File: src/rtl/bls_pkg.sv
// Package for the bus byte lane sizing block: sizes, lane masks, states and reset values.
// Assumes a 32-bit data bus carrying four byte lanes and a 30-bit word address.
package bls_pkg;

  localparam int unsigned LANES      = 4;
  localparam int unsigned DATA_W     = 32;
  localparam int unsigned WORD_W     = 30;

  // Operand length codes on the request port.
  localparam logic [1:0] SIZE_BYTE   = 2'h0;
  localparam logic [1:0] SIZE_HALF   = 2'h1;
  localparam logic [1:0] SIZE_DWORD  = 2'h2;

  // Programmed I/O space ends at 0000FFFFH, so only the low 14 word bits may be set.
  localparam logic [29:0] IO_WORD_MASK = 30'h00003FFF;

  localparam logic [3:0]  SEL_NONE    = 4'h0;
  localparam logic [3:0]  HALF_LOW    = 4'h3;
  localparam logic [3:0]  HALF_HIGH   = 4'hC;
  localparam logic [29:0] WORD_RESET  = 30'h00000000;
  localparam logic [31:0] DATA_RESET  = 32'h00000000;
  localparam logic [63:0] BUF_RESET   = 64'h0000000000000000;

  typedef enum logic [0:0] {
    ST_IDLE  = 1'b0,
    ST_CYCLE = 1'b1
  } bls_state_t;

  // Expands an active-high lane select into a 32-bit byte mask.
  function automatic logic [31:0] lane_mask(input logic [3:0] sel);
    lane_mask = {{8{sel[3]}}, {8{sel[2]}}, {8{sel[1]}}, {8{sel[0]}}};
  endfunction

  // Bytes covered by an operand of the given length, starting at lane zero.
  function automatic logic [7:0] size_mask(input logic [1:0] size);
    case (size)
      SIZE_HALF:  size_mask = 8'h03;
      SIZE_DWORD: size_mask = 8'h0F;
      default:    size_mask = 8'h01;
    endcase
  endfunction

  // True when no deasserted lane separates two asserted lanes.
  function automatic logic sel_contig(input logic [3:0] sel);
    sel_contig = !(sel inside {4'h5, 4'h9, 4'hA, 4'hB, 4'hD});
  endfunction

endpackage

File: src/rtl/bls_lane_if.sv
// Carrier between the sequencer and the lane splitter.
// Assumes both ends sit in the same clock domain; the splitter is purely combinational.
`timescale 1ns/1ps
interface bls_lane_if;
  logic [3:0] sel;
  logic       half_req;
  logic       byte_req;
  logic [3:0] taken;
  logic [3:0] remaining;

  modport seq   (output sel, output half_req, output byte_req, input taken, input remaining);
  modport split (input sel, input half_req, input byte_req, output taken, output remaining);
endinterface

File: src/rtl/bls_lane_split.sv
// Lane splitter: which asserted lanes one bus cycle really moves, and which are left over.
// Assumes the width requests arrive already gated by the sizing option.
`timescale 1ns/1ps
module bls_lane_split (
  bls_lane_if.split lif
);

  logic [3:0] lowest;

  always_comb begin
    lowest = lif.sel & 4'(~lif.sel + 4'h1);
    if (lif.byte_req) begin
      lif.taken = lowest; // see R10 see R12
    end else if (lif.half_req) begin
      lif.taken = lif.sel & (((lowest & bls_pkg::HALF_LOW) != bls_pkg::SEL_NONE) ?
                             bls_pkg::HALF_LOW : bls_pkg::HALF_HIGH); // see R11
    end else begin
      lif.taken = lif.sel;
    end
    // Low lanes go first, so what remains is always the upper part.
    lif.remaining = lif.sel & ~lif.taken; // see R14
  end

endmodule

File: src/rtl/bls_sizer.sv
// Bus byte lane sizing sequencer: turns one operand request into bus cycles with lane selects.
// Assumes the bus handshake lives outside; CYCLE_END marks the edge on which a cycle finishes.
`timescale 1ns/1ps

// What this block does
// Operands of one, two or four bytes at any alignment, in one or two full-width cycles.
// Word address lines carry upper bits; four active-low lane selects carry the low part.
// A lane select is asserted only for bytes in the cycle; lowest byte on lane zero.
// Never assert two lane groups separated by a deasserted lane.
// Memory space spans the full 32 bits; I/O space stops at 0000FFFFH.
// Outside logic decodes lane selects into halfword bit and low and high byte selects.
// Outside logic decodes the two low address bits; byte bit equals low byte select.
// Both width requests are sampled in every bus cycle, so widths may mix freely.
// Outside decode asserts half or byte width request for narrow devices only.
// Both width requests asserted means an 8-bit bus.
// Half-width request splits a transfer into two, or three when misaligned.
// Byte-width request splits a 32-bit transfer into four byte cycles.
// Outside logic repeats the width request in each extra cycle.
// Extra cycles carry selects for the remaining bytes and keep the word address.
// A single-lane pattern needs no further cycle under either width request.
// Devices drive data on the addressed lanes.
// Outside logic provides byte-swap routing for narrow devices.
// Capture the lowest lane in byte cycles, its halfword in half cycles, else all.
// Write data only on selected lanes; other lanes driven but never copies.
// A build option drops dynamic sizing and ignores both width requests.
// Under width requests the low-order bytes go first, higher ones after; the code runs a straddling operand's upper word first.
// Split reads are assembled and reported only after the final cycle ends.
module bls_sizer #(
  parameter bit DYN_SIZING = 1'b1
) (
  input  wire logic        CLOCK,
  input  wire logic        RST_B,
  input  wire logic        REQ_VALID,
  output logic             REQ_READY,
  input  wire logic [31:0] REQ_ADDR,
  input  wire logic [1:0]  REQ_SIZE,
  input  wire logic        REQ_WRITE,
  input  wire logic        REQ_IO,
  input  wire logic [31:0] REQ_WDATA,
  output logic             REQ_DONE,
  output logic [31:0]      REQ_RDATA,
  output logic             CYCLE_REQ,
  output logic [29:0]      WORD_ADDRESS,
  output logic [3:0]       BYTE_LANE_SELECT_N,
  output logic             CYCLE_WRITE,
  output logic             SPACE_IO,
  output logic [31:0]      DATA_LANES_OUT,
  output logic             DATA_LANES_OE,
  input  wire logic [31:0] DATA_LANES_IN,
  input  wire logic        CYCLE_END,
  input  wire logic        HALF_WIDTH_REQUEST_N,
  input  wire logic        BYTE_WIDTH_REQUEST_N
);

  bls_pkg::bls_state_t state_q;
  logic [3:0]          sel_q;
  logic [3:0]          lo_sel_q;
  logic                at_hi_q;
  logic [29:0]         word_q;
  logic                write_q;
  logic                io_q;
  logic [1:0]          off_q;
  logic [63:0]         wbuf_q;
  logic [63:0]         rbuf_q;
  logic [31:0]         dout_q;
  logic [31:0]         rdata_q;
  logic                done_q;

  logic [7:0]          req_mask;
  logic [63:0]         req_wshift;
  logic                req_take;
  logic                cyc_end;
  logic                more_lanes;
  logic                last_end;
  logic [3:0]          sel_d;
  logic                at_hi_d;
  logic [63:0]         wsrc;
  logic [63:0]         rbuf_d;
  logic [31:0]         cap_mask;

  bls_lane_if lif ();

  bls_lane_split u_split (
    .lif (lif)
  );

  // Width requests are looked at on every cycle end, never latched across cycles.
  assign lif.sel      = sel_q;
  assign lif.half_req = DYN_SIZING && !HALF_WIDTH_REQUEST_N; // see R8
  assign lif.byte_req = DYN_SIZING && !BYTE_WIDTH_REQUEST_N; // see R8 see R10

  assign req_take   = REQ_VALID && (state_q == bls_pkg::ST_IDLE);
  assign req_mask   = 8'(bls_pkg::size_mask(REQ_SIZE) << REQ_ADDR[1:0]);
  assign req_wshift = 64'({32'h00000000, REQ_WDATA} << {REQ_ADDR[1:0], 3'h0});
  assign cyc_end    = (state_q == bls_pkg::ST_CYCLE) && CYCLE_END;
  assign more_lanes = lif.remaining != bls_pkg::SEL_NONE;
  assign last_end   = cyc_end && !more_lanes && !at_hi_q;

  // Next lane pattern. A straddling operand runs its upper word first, then the lower one.
  always_comb begin
    sel_d   = sel_q;
    at_hi_d = at_hi_q;
    if (req_take) begin
      at_hi_d = req_mask[7:4] != bls_pkg::SEL_NONE;
      sel_d   = at_hi_d ? req_mask[7:4] : req_mask[3:0];
    end else if (cyc_end && more_lanes) begin
      sel_d = lif.remaining;
    end else if (cyc_end && at_hi_q) begin
      sel_d   = lo_sel_q;
      at_hi_d = 1'b0;
    end else if (cyc_end) begin
      sel_d = bls_pkg::SEL_NONE; // see R3
    end
  end

  always_ff @(posedge CLOCK or negedge RST_B) begin
    if (!RST_B) begin
      state_q  <= bls_pkg::ST_IDLE;
      sel_q    <= bls_pkg::SEL_NONE;
      lo_sel_q <= bls_pkg::SEL_NONE;
      at_hi_q  <= 1'b0;
    end else begin
      sel_q   <= sel_d;
      at_hi_q <= at_hi_d;
      if (req_take) begin
        state_q  <= bls_pkg::ST_CYCLE;
        lo_sel_q <= req_mask[3:0];
      end else if (last_end) begin
        state_q <= bls_pkg::ST_IDLE;
      end
    end
  end

  // Word address. I/O cycles are folded into the 64 Kbyte port space.
  always_ff @(posedge CLOCK or negedge RST_B) begin
    if (!RST_B) begin
      word_q  <= bls_pkg::WORD_RESET;
      write_q <= 1'b0;
      io_q    <= 1'b0;
      off_q   <= 2'h0;
    end else if (req_take) begin
      word_q  <= (REQ_ADDR[31:2] + 30'(at_hi_d)) &
                 (REQ_IO ? bls_pkg::IO_WORD_MASK : 30'h3FFFFFFF); // see R2
      write_q <= REQ_WRITE;
      io_q    <= REQ_IO;
      off_q   <= REQ_ADDR[1:0];
    end else if (cyc_end && !more_lanes && at_hi_q) begin
      word_q <= (word_q - 30'h00000001) &
                (io_q ? bls_pkg::IO_WORD_MASK : 30'h3FFFFFFF);
    end
  end

  // Write lanes. Unselected lanes are driven as zero so stale bytes never leak out.
  assign wsrc = req_take ? req_wshift : wbuf_q;

  always_ff @(posedge CLOCK or negedge RST_B) begin
    if (!RST_B) begin
      wbuf_q <= bls_pkg::BUF_RESET;
      dout_q <= bls_pkg::DATA_RESET;
    end else begin
      if (req_take) begin
        wbuf_q <= req_wshift;
      end
      dout_q <= (at_hi_d ? wsrc[63:32] : wsrc[31:0]) & bls_pkg::lane_mask(sel_d);
    end
  end

  // Read assembly across every cycle of the request.
  assign cap_mask = bls_pkg::lane_mask(lif.taken);

  always_comb begin
    rbuf_d = rbuf_q;
    if (cyc_end && !write_q) begin
      if (at_hi_q) begin
        rbuf_d[63:32] = (rbuf_q[63:32] & ~cap_mask) | (DATA_LANES_IN & cap_mask);
      end else begin
        rbuf_d[31:0] = (rbuf_q[31:0] & ~cap_mask) | (DATA_LANES_IN & cap_mask);
      end
    end
  end

  always_ff @(posedge CLOCK or negedge RST_B) begin
    if (!RST_B) begin
      rbuf_q  <= bls_pkg::BUF_RESET;
      rdata_q <= bls_pkg::DATA_RESET;
      done_q  <= 1'b0;
    end else begin
      rbuf_q <= req_take ? bls_pkg::BUF_RESET : rbuf_d;
      done_q <= last_end;
      if (last_end && !write_q) begin
        rdata_q <= 32'(rbuf_d >> {off_q, 3'h0});
      end
    end
  end

  assign REQ_READY          = state_q == bls_pkg::ST_IDLE;
  assign REQ_DONE           = done_q;
  assign REQ_RDATA          = rdata_q;
  assign CYCLE_REQ          = state_q == bls_pkg::ST_CYCLE;
  assign WORD_ADDRESS       = word_q;
  assign BYTE_LANE_SELECT_N = ~sel_q; // see R2
  assign CYCLE_WRITE        = write_q;
  assign SPACE_IO           = io_q;
  assign DATA_LANES_OUT     = dout_q;
  assign DATA_LANES_OE      = CYCLE_REQ && write_q;
endmodule
File: config.mk
export PLATFORM = sky130hd
export DESIGN_NAME = bls_sizer
export DESIGN_NICKNAME = d
export VERILOG_FILES = /design/src/rtl/bls_pkg.sv /design/src/rtl/bls_lane_if.sv /design/src/rtl/bls_lane_split.sv /design/src/rtl/bls_sizer.sv
export SDC_FILE = /design/constraint.sdc
export NUM_CORES = 1
export LEC_CHECK = 0
export ABC_AREA = 1
export BUFFER_PORTS_ARGS = -buffer_cell sky130_fd_sc_hd__buf_2
export CAP_MARGIN = 20
export CORE_MARGIN = 4
export CORE_UTILIZATION = 45
export DETAILED_ROUTE_END_ITERATION = 7
export PLACE_DENSITY_LB_ADDON = 0.12
export SETUP_SLACK_MARGIN = 0.05
export SYNTH_ARGS = -nofsm -noshare
export SYNTH_HDL_FRONTEND = slang
export SYNTH_SLANG_ARGS = --single-unit
File: constraint.sdc
create_clock -name CLOCK -period 4.4 [get_ports CLOCK]
set_input_delay 0.88 -clock CLOCK [delete_from_list [all_inputs] [get_ports CLOCK]]
set_output_delay 0.88 -clock CLOCK [all_outputs]
set_load 0.01 [all_outputs]
==> results.yml <==
status:
  outcome: "finished clean"
synth:
  synthesized_netlist_net_count: 1956
  ys_warns: 0
  asyncSetResetFlopFracSynth_pct: 100
  postSynthAreaPerCell_um2: 6.99
  postSynthCellCount: 1846
  synthesized_area_um2: 12900
  synth.ff_latch_count: 229
  synth_edf_count: 0
  synth.lib_cells_used.distinct: 40
  ys_dominant_reg_cell: "dfrtp_1"
  seq_area_frac_synth_pct: 44.4
setup_path:
  r2r-start: "lif.sel[2]"
  setup.worst_path.end_class: "register"
  worst_r2r_endpoint: "WORD_ADDRESS[26]"
  criticalPathCategory: "reg2reg"
  cp_common_cell: "nand2_1"
  timing.critical_path.cells: "a21oi_4 > nand2_2 > nand2_2 > nand3_4 > nand2_4 > nand2_2 > ha_1 > nand2_1 > nor2_4 > nand3_1 > nor2_1 > nand4_1 > nand2_1 > nand2_1 > nand2_1 > nand2_1"
  r2r_slack_ns: 1.07
  critPathBufInv: 0
  critical_path_fanouts_max: 15
  crit_path_start_kind: "register"
  worst-r2r-cell-count: 16
  worst_ep_arrival_time_ns: 3.75
  critical_path.max_stage_delay_ns: 0.82
  timing.critical_path.max_delay_family: "simple AND/OR/NAND/NOR gates"
  crit_path_top_delay_cell: "dfrtp_1"
  worstPathRequired_ns: 4.82
detailed_routing:
  route.vias.total: 12901
  post_drt_wl_per_cell_um: 17.7
  totalWireLength_um: 42900
  drt.antenna.violating_nets: 0
  route.detailed.drc: 0
  drt_first_iter_violations: 1139
  drtPass1Iterations: 5
  drt-vias-per-instance: 5.32
pwr:
  pwr-share-comb_pct: 45.4
  power.ir.vdd_worst_v: 0.000361
  p_int_uw: 5770
  p_sw_uw: 4510
  design_power_total_uw: 10300
  netSwitchingFraction_pct: 43.9
  power_density_over_the_cells_nw_per_um2: 678
  seqPwrFrac_pct: 32.6
  share_clk_of_total_power_pct: 22.0
  leakagePower_uw: 0.00838
timing:
  slew_violations: 0
  finalSetupViolCount: 0
  setup-tns-final_ns: 0
  timing_hold_violations_final: 0
  grt_setup_unrepaired: "no"
  fmax_ghz: 0.300
  final.min_clock_period_ns: 3.33
  worst_slew_pin_slew_ns: 0.901
  slew_headroom_pct: 39.9
  finClkSkew_ns: 0.0348
  timing.final.crit_share_pct: 75.7
clock_tree:
  tritoncts: "done"
  post_cts_hold_buffer_count: 0
  cts.repair.resized: 0
  tritoncts.num_buffers: 26
  post_cts_buffers: 0
  clk_pin_slew_worst_paths_ns: 0.07
  clock_tree.buffer_depth: 3
  cts_max_level: 1
  clock_tree.root_cell: "clkbuf_16"
  clk-insertion-delay-late_ns: 0.55
  tritoncts_num_sinks: 229
die:
  rows: 61
  die_h_um: 177
  floorplan.die.width_um: 177
  ios: 210
  fp.dieArea_um2: 31400
  starting_density_pct: 46.1
  core_area_um2: 28000
worst_hold_path:
  hp-class: "in2async"
placement:
  hpwl_um: 30300
  buffer_ports.inserted: 209
  placement.cell_area_um2: 14300
  gp_congestion: 0.918
global_routing:
  global_route.usage.total_pct: 26.9
  antenna_violations_before_repair: 2
  grt_first_pass_wirelength_um: 67400
  grt_start_max_net_pins: 98
  grt_remaining_overflow: 0
  first_global_vias: 12124
layout:
  post_route_cells_drive_above_1_share_pct: 14.9
  layout.nets: 2138
  postLayoutCellArea_um2: 15200
  area_delta_synth_final_pct: 17.5
job:
  max-cap-violations: 0
layout by cell type (no fill, tap or decap), types with 11 or more instances in the layout:
| cell | instances |
|---|---|
| a21oi_1 | 62 |
| a22oi_1 | 14 |
| buf_2 | 208 |
| buf_4 | 24 |
| clkbuf_16 | 26 |
| dfrtp_1 | 229 |
| inv_1 | 160 |
| nand2_1 | 679 |
| nand3_1 | 222 |
| nand4_1 | 24 |
| nor2_1 | 188 |
| o211ai_1 | 15 |
| o21a_1 | 11 |
| o21ai_0 | 57 |
| o21ai_1 | 14 |
| o21bai_1 | 12 |
| xor2_1 | 12 |
layer usage:
metal / GRT usage (%) / vias to the layer above / routed length, um
li1: - / 6277 / -
met2: 41.5 / 542 / 19300
met4: 9.18 / 0 / 1460
met5: 0 / - / 0
met3: 5.24 / 82 / 3610
met1: 38.2 / 6000 / 18600
Yosys cell counts, drive strengths merged, types with 12 or more instances:
library cell  number  area share, %
nand2            684             20
dfrtp            229             44
nand3            224            8.8
nor2             195            5.9
inv              165            4.8
o21ai             72            2.8
a21oi             64            2.6
buf               48            1.9
clkbuf            32           0.93
nand4             24            1.2
o211ai            15           0.87
a22oi             14           0.81
o21bai            12           0.70
xor2              12           0.81
cells by family after synthesis:
family                     after synthesis  synth area share [%]
AOI/OAI and AO/OA                      208                  9.67
DFF                                    229                  44.4
xor gates and xnor gates                16                  1.09
and+or+nand+nor                       1142                  36.7
adders and majority gates                4                 0.388
buffers and inverters                  247                  7.73
how the worst max path moves through the flow:
| stage | from | endpoint | slack [ns] | cells after the start |
|---|---|---|---|---|
| 4_1_cts | lif.sel[2] | WORD_ADDRESS[26] | 1.09 | 16 |
| 3_5_place_dp | REQ_SIZE[0] | WORD_ADDRESS[26] | 0.75 | 16 |
| 2_1_floorplan | REQ_SIZE[0] | WORD_ADDRESS[28] | 1.12 | 16 |
| 3_3_place_gp | REQ_SIZE[0] | WORD_ADDRESS[28] | 0.85 | 16 |
| 6_report | lif.sel[2] | WORD_ADDRESS[26] | 1.07 | 16 |
| 5_1_grt | lif.sel[2] | WORD_ADDRESS[15] | 0.79 | 16 |
sequential cells by signal, summed over array words and instances, names as in the netlist:
signal          flops
lo_sel_q            4
CYCLE_REQ           1
DATA_LANES_OUT     32
wbuf_q             64
off_q               2
CYCLE_WRITE         1
SPACE_IO            1
REQ_RDATA          32
at_hi_q             1
WORD_ADDRESS       30
rbuf_q             56
lif.sel             4
REQ_DONE            1
through the flow:
step | util (%) | hold WS [ns] | setup slack, ns | instances
finish | 54.1 | 0.307 | 1.07 | 2426
floorplan | - | 0.434 | 1.12 | 1846
CTS | 54.1 | 0.378 | 1.09 | 2424
detailed placement | 50.9 | 0.457 | 0.751 | 2378
global placement | 50.9 | 0.456 | 0.855 | 2378
global route | 54.1 | 0.386 | 0.787 | 2426
power by group through the flow:
stage	Sequential (uW)	Clock, uW	Combinational, uW
2_1_floorplan	3410	0	3050
3_3_place_gp	3370	0	4590
3_5_place_dp	3370	0	4620
4_1_cts	3350	2300	4640
5_1_grt	3420	2390	5280
6_report	3350	2260	4660
worst register-to-register path: stages, from the launching register on:
cell,delay (ns)
dfrtp_1,0.82
a21oi_4,0.22
nand2_2,0.12
nand2_2,0.08
nand3_4,0.12
nand2_4,0.06
nand2_2,0.24
ha_1,0.28
nand2_1,0.15
nor2_4,0.22
nand3_1,0.14
nor2_1,0.37
nand4_1,0.14
nand2_1,0.10
nand2_1,0.05
nand2_1,0.06
nand2_1,0.05
final cells by class:
class | count | area (um^2)
fill | 2840 | 12900
inverter | 167 | 628
antenna | 2 | 5.00
clock buffer | 35 | 744
sequential | 229 | 5730
timing repair buffer | 234 | 1260
tap | 378 | 473
multi-input combinational | 1370 | 6170
clock inverter | 11 | 144
(Power assumes the default switching activity.)
